## src/core/ssc_params.svh

```systemverilog
/*
  Bit positions, address codes and reset values for the serial control-word decoder.
  Assumes the words are 24 bits, most significant bit shifted in first, address in the low bits.
*/
`ifndef SSC_PARAMS_SVH
`define SSC_PARAMS_SVH

// Word geometry
`define SSC_WORD_W 24
`define SSC_WORD_MSB 23

// Address codes, longest first
`define SSC_FB_ADDR_W 4
`define SSC_FB_ADDR 4'h7
`define SSC_TEST_ADDR_W 3
`define SSC_TEST_ADDR 3'h3
`define SSC_IF_OSC_ADDR_W 2
`define SSC_IF_OSC_ADDR 2'h2

// IF and oscillator control word fields
`define SSC_IF_EN_BIT 2
`define SSC_GAIN_LSB 3
`define SSC_FIXED_IF_LSB 5
`define SSC_REF_OSC_BIT 7
`define SSC_VCO_LSB 8

// Feedback counter word fields
`define SSC_B_LSB 4
`define SSC_B_W 9
`define SSC_A_LSB 13
`define SSC_A_W 4

// Fixed test pattern
`define SSC_TEST_PATTERN 24'h00_1493

// Reset values
`define SSC_IF_EN_RESET 1'h0
`define SSC_GAIN_RESET 2'h0
`define SSC_FIXED_IF_RESET 2'h1
`define SSC_REF_OSC_RESET 1'h0
`define SSC_VCO_RESET 2'h3
`define SSC_TEST_RESET 24'h00_0000
`define SSC_B_RESET 9'h000
`define SSC_A_RESET 4'h0

`endif

```

## src/core/ssc_pkg.sv

```systemverilog
/*
  Types shared by the serial control-word decoder.
  Assumes the constants header sits beside it.
*/
`include "ssc_params.svh"

package ssc_pkg;

  // Decoded target of a latched word
  typedef enum logic [1:0] {
    SSC_TGT_NONE,
    SSC_TGT_IF_OSC,
    SSC_TGT_TEST,
    SSC_TGT_FB
  } ssc_target_type;

  // IF synthesizer and oscillator settings
  typedef struct packed {
    logic if_enable;
    logic [1:0] if_pump_gain_sel;
    logic [1:0] fixed_if_select;
    logic ref_osc_select;
    logic [1:0] vco_drive_level;
  } ssc_if_ctrl_type;

  // IF feedback divider counters
  typedef struct packed {
    logic [`SSC_A_W-1:0] a_count;
    logic [`SSC_B_W-1:0] b_count;
  } ssc_fb_count_type;

  // Whole state of the decoder
  typedef struct packed {
    logic sclk_q;
    logic le_q;
    logic [`SSC_WORD_W-1:0] shift;
    ssc_if_ctrl_type ctrl;
    logic [`SSC_WORD_W-1:0] test_word;
    logic test_valid;
    ssc_fb_count_type fb;
    logic fb_loaded;
    logic wr_if_osc;
    logic wr_test;
    logic wr_fb;
    ssc_target_type last_target;
  } ssc_state_type;

endpackage : ssc_pkg

```

## src/core/ssc_ctrl_words.sv

```systemverilog
/*
  Serial control-word decoder for the IF/oscillator word, the test word and the IF feedback counters.
  Assumes three serial pins from an outside host and the default-counter selection bit from on-chip logic.
*/
// How it works
// - Each word is 24 bits, shifted in most significant bit first, with the address in the low bits.
// - A word ending in binary 10 with no longer code matching loads the IF and oscillator controls.
// - Bit 2 of that word powers the IF synthesizer down at 0 and up at 1.
// - Bits 4:3 choose charge-pump gain of 100, 200, 300 or 800 uA.
// - Bits 6:5 choose the fixed IF of 170.76, 367.20 or 440.76 MHz.
// - Bit 7 chooses a 19.20 MHz reference at 0 and 19.68 MHz at 1.
// - Bits 9:8 scale VCO current from minimum to maximum, and the host should write 11.
// - A word ending in binary 011 goes to the test word.
// - Test-word writes take effect only while default-counter selection is 0.
// - A word ending in binary 0111 goes to the IF feedback counters.
// - The feedback counters are used only while default-counter selection is 0.
// - The counter word holds a 9-bit B field above the address and a 4-bit A field above that.
// - Default-counter selection at 1 means built-in IF counters, at 0 means user counters once a feedback counter word has been loaded.
`timescale 1ns/10ps

module ssc_ctrl_words import ssc_pkg::*; (
  // Clock, reset and enable
  input wire logic CLK,
  input wire logic RST_N,
  input wire logic CE,
  // Serial pins from the host
  input wire logic SER_CLK,
  input wire logic SER_DATA,
  input wire logic SER_LATCH,
  // Selection bit from the first word
  input wire logic DEFAULT_COUNTER_SELECT,
  // IF and oscillator controls
  output ssc_if_ctrl_type IF_CTRL,
  // Test word
  output logic [`SSC_WORD_W-1:0] TEST_WORD,
  output logic TEST_WORD_VALID,
  output logic TEST_PATTERN_OK,
  // Feedback counters
  output ssc_fb_count_type FB_COUNT,
  output logic FB_COUNT_OVERRIDE,
  // Write strobes
  output logic WRITE_IF_OSC,
  output logic WRITE_TEST,
  output logic WRITE_FB
);

  localparam ssc_state_type RESET_STATE = '{
    sclk_q: 1'b0,
    le_q: 1'b1, // Idle latch level
    shift: '0,
    ctrl: '{if_enable: `SSC_IF_EN_RESET, if_pump_gain_sel: `SSC_GAIN_RESET,
            fixed_if_select: `SSC_FIXED_IF_RESET, ref_osc_select: `SSC_REF_OSC_RESET,
            vco_drive_level: `SSC_VCO_RESET},
    test_word: `SSC_TEST_RESET,
    test_valid: 1'b0,
    fb: '{a_count: `SSC_A_RESET, b_count: `SSC_B_RESET},
    fb_loaded: 1'b0,
    wr_if_osc: 1'b0,
    wr_test: 1'b0,
    wr_fb: 1'b0,
    last_target: SSC_TGT_NONE
  };

  logic [1:0] rst_pipe;
  logic rst_n;
  logic [2:0] pins_s;
  logic sclk_s;
  logic data_s;
  logic le_s;
  logic sclk_rise;
  logic le_rise;
  ssc_target_type target;
  ssc_state_type st;
  ssc_state_type next_st;

  // Reset release through two flops; not gated by CE so reset always completes
  always_ff @(posedge CLK or negedge RST_N) begin
    if (!RST_N) begin
      rst_pipe <= 2'h0;
    end else begin
      rst_pipe <= {rst_pipe[0], 1'b1};
    end
  end
  assign rst_n = rst_pipe[1];

  // Pins cross into CLK before anything looks at them
  ssc_pin_sync #(.WIDTH(3)) u_pin_sync (
    .clk(CLK),
    .rst_n(rst_n),
    .ce(CE),
    .pin_in({SER_CLK, SER_DATA, ~SER_LATCH}),
    .pin_sync(pins_s)
  );
  assign sclk_s = pins_s[2];
  assign data_s = pins_s[1];
  // Latch idles high and crosses inverted, so cleared flops match it and no false rise follows reset
  assign le_s = ~pins_s[0];

  // Edge detection on synchronised copies; serial clock must stay well below CLK/4
  assign sclk_rise = CE & sclk_s & ~st.sclk_q;
  assign le_rise = CE & le_s & ~st.le_q;

  // Longest code checked first so 01111 and 0111 never fall through to 011
  function automatic ssc_target_type decode_addr(input logic [`SSC_WORD_W-1:0] w);
    ssc_target_type t;
    t = SSC_TGT_NONE;
    if (w[`SSC_FB_ADDR_W-1:0] == `SSC_FB_ADDR) begin
      t = SSC_TGT_FB;
    end else if (w[`SSC_TEST_ADDR_W-1:0] == `SSC_TEST_ADDR) begin
      t = SSC_TGT_TEST;
    end else if (w[`SSC_IF_OSC_ADDR_W-1:0] == `SSC_IF_OSC_ADDR) begin
      t = SSC_TGT_IF_OSC;
    end
    return t;
  endfunction : decode_addr

  assign target = decode_addr(st.shift);

  // Next state: shift while latch low, decode on latch rise
  always_comb begin
    next_st = st;
    next_st.sclk_q = sclk_s;
    next_st.le_q = le_s;
    next_st.wr_if_osc = 1'b0;
    next_st.wr_test = 1'b0;
    next_st.wr_fb = 1'b0;
    if (sclk_rise && !le_s) begin
      next_st.shift = {st.shift[`SSC_WORD_MSB-1:0], data_s};
    end
    if (le_rise) begin
      next_st.last_target = target;
      case (target)
        SSC_TGT_IF_OSC: begin
          next_st.wr_if_osc = 1'b1;
          next_st.ctrl.if_enable = st.shift[`SSC_IF_EN_BIT];
          next_st.ctrl.if_pump_gain_sel = st.shift[`SSC_GAIN_LSB +: 2];
          next_st.ctrl.fixed_if_select = st.shift[`SSC_FIXED_IF_LSB +: 2];
          next_st.ctrl.ref_osc_select = st.shift[`SSC_REF_OSC_BIT];
          next_st.ctrl.vco_drive_level = st.shift[`SSC_VCO_LSB +: 2];
        end
        SSC_TGT_TEST: begin
          // Ignored outright while built-in counters are selected
          if (!DEFAULT_COUNTER_SELECT) begin
            next_st.wr_test = 1'b1;
            next_st.test_word = st.shift;
            next_st.test_valid = 1'b1;
          end
        end
        SSC_TGT_FB: begin
          if (!DEFAULT_COUNTER_SELECT) begin
            next_st.wr_fb = 1'b1;
            next_st.fb.b_count = st.shift[`SSC_B_LSB +: `SSC_B_W];
            next_st.fb.a_count = st.shift[`SSC_A_LSB +: `SSC_A_W];
            next_st.fb_loaded = 1'b1;
          end
        end
        default: begin
          next_st.last_target = SSC_TGT_NONE;
        end
      endcase
    end
  end

  // State register; CE low holds everything
  always_ff @(posedge CLK or negedge rst_n) begin
    if (!rst_n) begin
      st <= RESET_STATE;
    end else if (CE) begin
      st <= next_st;
    end
  end

  // Outputs straight from state, except the override, which is also gated by the selection bit
  assign IF_CTRL = st.ctrl;
  assign TEST_WORD = st.test_word;
  assign TEST_WORD_VALID = st.test_valid;
  assign TEST_PATTERN_OK = st.test_valid & (st.test_word == `SSC_TEST_PATTERN);
  assign FB_COUNT = st.fb;
  // Built-in counters win whenever the selection bit is set
  assign FB_COUNT_OVERRIDE = st.fb_loaded & ~DEFAULT_COUNTER_SELECT;
  assign WRITE_IF_OSC = st.wr_if_osc;
  assign WRITE_TEST = st.wr_test;
  assign WRITE_FB = st.wr_fb;
endmodule : ssc_ctrl_words

```

## src/core/ssc_pin_sync.sv

```systemverilog
/*
  Two-stage synchroniser for a group of pin inputs.
  Assumes a reset already released synchronously to clk; ce freezes both stages.
*/
`timescale 1ns/10ps

module ssc_pin_sync import ssc_pkg::*; #(
  parameter int WIDTH = 3
) (
  // Clock and reset
  input wire logic clk,
  input wire logic rst_n,
  input wire logic ce,
  // Pins and their synchronised copy
  input wire logic [WIDTH-1:0] pin_in,
  output logic [WIDTH-1:0] pin_sync
);

  logic [WIDTH-1:0] stage1;

  // One pair of flops per pin; stage1 feeds nothing but stage2
  for (genvar i = 0; i < WIDTH; i++) begin : g_bit
    always_ff @(posedge clk or negedge rst_n) begin
      if (!rst_n) begin
        stage1[i] <= 1'b0;
        pin_sync[i] <= 1'b0;
      end else if (ce) begin
        stage1[i] <= pin_in[i];
        pin_sync[i] <= stage1[i];
      end
    end
  end

endmodule : ssc_pin_sync

```

## config.mk

```make
export PLATFORM = sky130hd
export DESIGN_NAME = ssc_ctrl_words
export DESIGN_NICKNAME = d
export VERILOG_FILES = /design/src/core/ssc_pkg.sv /design/src/core/ssc_ctrl_words.sv /design/src/core/ssc_pin_sync.sv
export VERILOG_INCLUDE_DIRS = /design/src /design/src/core
export SDC_FILE = /design/constraint.sdc
export NUM_CORES = 1
export LEC_CHECK = 0
export ABC_CLOCK_PERIOD_IN_PS = 3950
export BUFFER_PORTS_ARGS = -buffer_cell sky130_fd_sc_hd__buf_4
export CAP_MARGIN = 15
export CORE_MARGIN = 2
export CORE_UTILIZATION = 63
export CTS_BUF_LIST = sky130_fd_sc_hd__clkbuf_8
export DETAILED_ROUTE_END_ITERATION = 16
export GPL_ROUTABILITY_DRIVEN = 0
export PLACE_DENSITY_LB_ADDON = 0.25
export SKIP_LAST_GASP = 1
export SLEW_MARGIN = 40
export SYNTH_ARGS = -nofsm -noshare
export SYNTH_HDL_FRONTEND = slang
export SYNTH_SLANG_ARGS = --single-unit
```

## constraint.sdc

```tcl
create_clock -name CLK -period 3.95 [get_ports CLK]
set_input_delay 0.1975 -clock CLK [delete_from_list [all_inputs] [get_ports CLK]]
set_output_delay 0.1975 -clock CLK [all_outputs]
set_load 0.005 [all_outputs]
```

==> results.md <==
* Run status: completed
* Post-Synth Simple-Gate Area at 5.31%
* Complex-gate fraction of the synthesized area at 0.769%
* RSZ-0062 raised after global routing: false
* Total core area at 5510 µm²
* Die ar. at 6300 µm²
* Sequential cell area fraction in the yosys report at 58.9%
* Largest net degree at the start of global routing at 46
* Initial antenna violation count at 0
* Area of the multi-input gates at 1070 µm²
* Setup TNS at 0 ns
* DRC at 0
* Relative slew slack at 47.3%
* R2R depth at 3
* Final Max Tran Viols at 0
* Drt via density at 5.28
* Syn. warnings at 0
* Fill count at 408
* Period utilisation layout at 51.7%
* Die Ht at 79.4 µm
* Endpoints failing hold at 0
* First-pass GRT wire length at 8.92 mm
* Critical path arrival at 1.85 ns
* Startpoint type of the worst setup path: flip-flop
* Area Growth Syn to Fin at 9.13%
* # diodes at 0
* Req. time, crit path at 3.75 ns
* Net count reported at finish at 266
* DPL Wire Length at 3.58 mm
* Setup crit end kind: output port
* Avg Cell Area, Syn at 14.8 µm²
* Clk slew on worst S/H paths at 0.08 ns
* IO Pins at 58
* Layout cells sized above 1 at 58.6%
* Mux contribution to synthesized area at 23.6%
* Initial Utilization at 65.0%
* CTS buffer count at 9
* Post-CTS Setup Inserts at 0
* Tightest Hold Check Type: primary input to flip-flop
* VDD IR max at 280 µV
* Cells after Synth at 241
* Initial drt markers at 126
* ANT nets after route at 0
* Number of global-route vias before repair at 1773
* # setup viols final at 0
* Mapped cell area at 3580 µm²
* 1st-pass router iterations at 4
* PD cells at 423 nW/µm²
* FF/Latch Area at 2110 µm²
* Layout Utilization at 70.9%
* Clock Skews at 0.00928 ns
* Die width at 79.4 µm
* Tot GR Track Use at 19.2%
* Largest family of logic cells by synthesized area: multiplexers
* Critical path class: flip-flop to output port
* PortBufs at 57
* H-tree levels at 3
* Num rows at 27
* Post-Route WL at 5.38 mm
* Netlist cell types at 27
* CTS root buf: clkbuf_8
* Via count at 1769
* # hold bufs at CTS at 1
* Seq cells post-synth at 84
* Hold path cells at 2
* Worst-Margin Slew at 0.788 ns
* Clk buf depth at 2
* Later-pin clock latency in the skew report at 0.34 ns
* Post-CTS resize count at 0
* DR WL/cell at 16.1 µm
* XOR/XNOR share of the synthesized area at 0%
* GRT overflow at 0
* Max Fanout on Critical Path at 3
* Fmax at 489 MHz
* Final min period at 2.04 ns
* Clk sinks at 84
* Leakage at 2.08 nW
* Synth Area in Adders at 0%
* Post-synth net total at 248
* TritonCTS clock tree: yes
* Max-cap check violation count at 0
==> layout by cell type (no fill, tap or decap), types with 2 or more instances in the layout <==
cell / instances
nand2_1: 2
clkbuf_8: 11
dfrtp_1: 79
buf_4: 57
nor4_1: 3
nor2_1: 2
clkinv_2: 2
o21ai_0: 4
dfstp_2: 4
mux2_4: 9
inv_1: 5
nor2b_1: 2
nand2b_1: 4
mux2_2: 63
==> path summary, 6_finish.rpt <==
| check | from | slack [ns] | end |
|---|---|---|---|
| min in group asynchronous | RST_N | 0.16 | rst_pipe[1] |
| worst max register to register | u_pin_sync.pin_sync[0] | 2.08 | IF_CTRL[4] |
| max in group asynchronous | rst_pipe[1] | 2.99 | IF_CTRL[1] |
| worst min-delay path | SER_LATCH | 0.03 | u_pin_sync.stage1[0] |
| worst max-delay path | TEST_WORD[3] | 1.91 | TEST_PATTERN_OK |
| worst min register to register | rst_pipe[1] | 0.30 | TEST_WORD[17] |
==> cell families after synthesis <==
logic type / Yosys count
other cells: 1
mux: 72
flops: 84
simple gates: 24
compound gates: 5
buf+inv: 55
==> cell type report <==
cell class,count,share of cell area [%]
inverter,3,0.288
timing repair buffer,59,11.7
clock inverter,4,0.449
sequential,84,54.1
clock buffer,11,3.88
multi-input combinational,102,27.3
tap,72,2.31
==> report_power, final <==
part,internal [mW],leakage (nW),switching [mW]
Sequential,0.921,1.13,0.0614
Combinational,0.0928,0.854,0.0544
Clock,0.253,0.0976,0.269
Total,1.27,2.08,0.385
==> stage by stage <==
| step | cells | worst slack [ns] | hold slack (ns) | instance area (µm²) | power [mW] |
|---|---|---|---|---|---|
| final | 335 | 1.91 | 0.0308 | 3910 | 1.65 |
| after global routing | 335 | 1.80 | 0.0138 | 3910 | 1.72 |
| after CTS | 335 | 1.89 | 0.0140 | 3910 | 1.67 |
| after detailed placement | 319 | 2.07 | -0.0189 | 3730 | 1.15 |
| after floorplan | 241 | 1.44 | -0.0981 | 3580 | 1.10 |
| after global placement | 318 | 2.07 | -0.0204 | 3710 | 1.14 |
==> critical path, cell delays in order, from the launching register on <==
cell     delay [ns]
dfrtp_1        0.41
or4b_2         0.66
nor4_1         0.28
buf_4          0.16
==> cell usage after synthesis <==
cell type	instances	area share (%)
a21o_1	1	0.21
buf_6	3	0.94
buf_2	3	0.42
and2_1	1	0.17
or4b_2	1	0.28
nand3b_1	1	0.21
nand4b_1	1	0.24
conb_1	1	0.10
nand4_4	1	0.59
nand4b_2	1	0.42
mux2_4	9	3.8
and4bb_4	1	0.45
nand2_2	1	0.17
nand2b_1	4	0.70
nand2_1	2	0.21
nor4_1	3	0.52
nor2b_1	2	0.35
mux2_2	63	20
dfrtp_1	80	56
inv_1	3	0.31
buf_4	46	9.7
nor2_1	2	0.21
dfstp_2	4	2.9
nor3b_2	1	0.35
nor4b_1	1	0.24
o21ai_0	4	0.56
nand4_1	1	0.17
==> registers in the layout (all words and copies together), names as in the netlist <==
signal,count
FB_COUNT,13
IF_CTRL,8
TEST_WORD,24
TEST_WORD_VALID,1
WRITE_FB,1
WRITE_IF_OSC,1
WRITE_TEST,1
rst_pipe,2
st,27
u_pin_sync.pin_sync,3
u_pin_sync.stage1,3
==> metal layers <==
metal	vias to the layer above	global-route usage (%)	part of all wire (%)	routed length, µm
met5	-	0	0	0
met4	0	10.3	2.1	114
met3	10	3.64	4.3	230
met2	44	29.0	47	2520
met1	894	26.5	47	2510
li1	821	-	-	-
(Power assumes the default switching activity.)
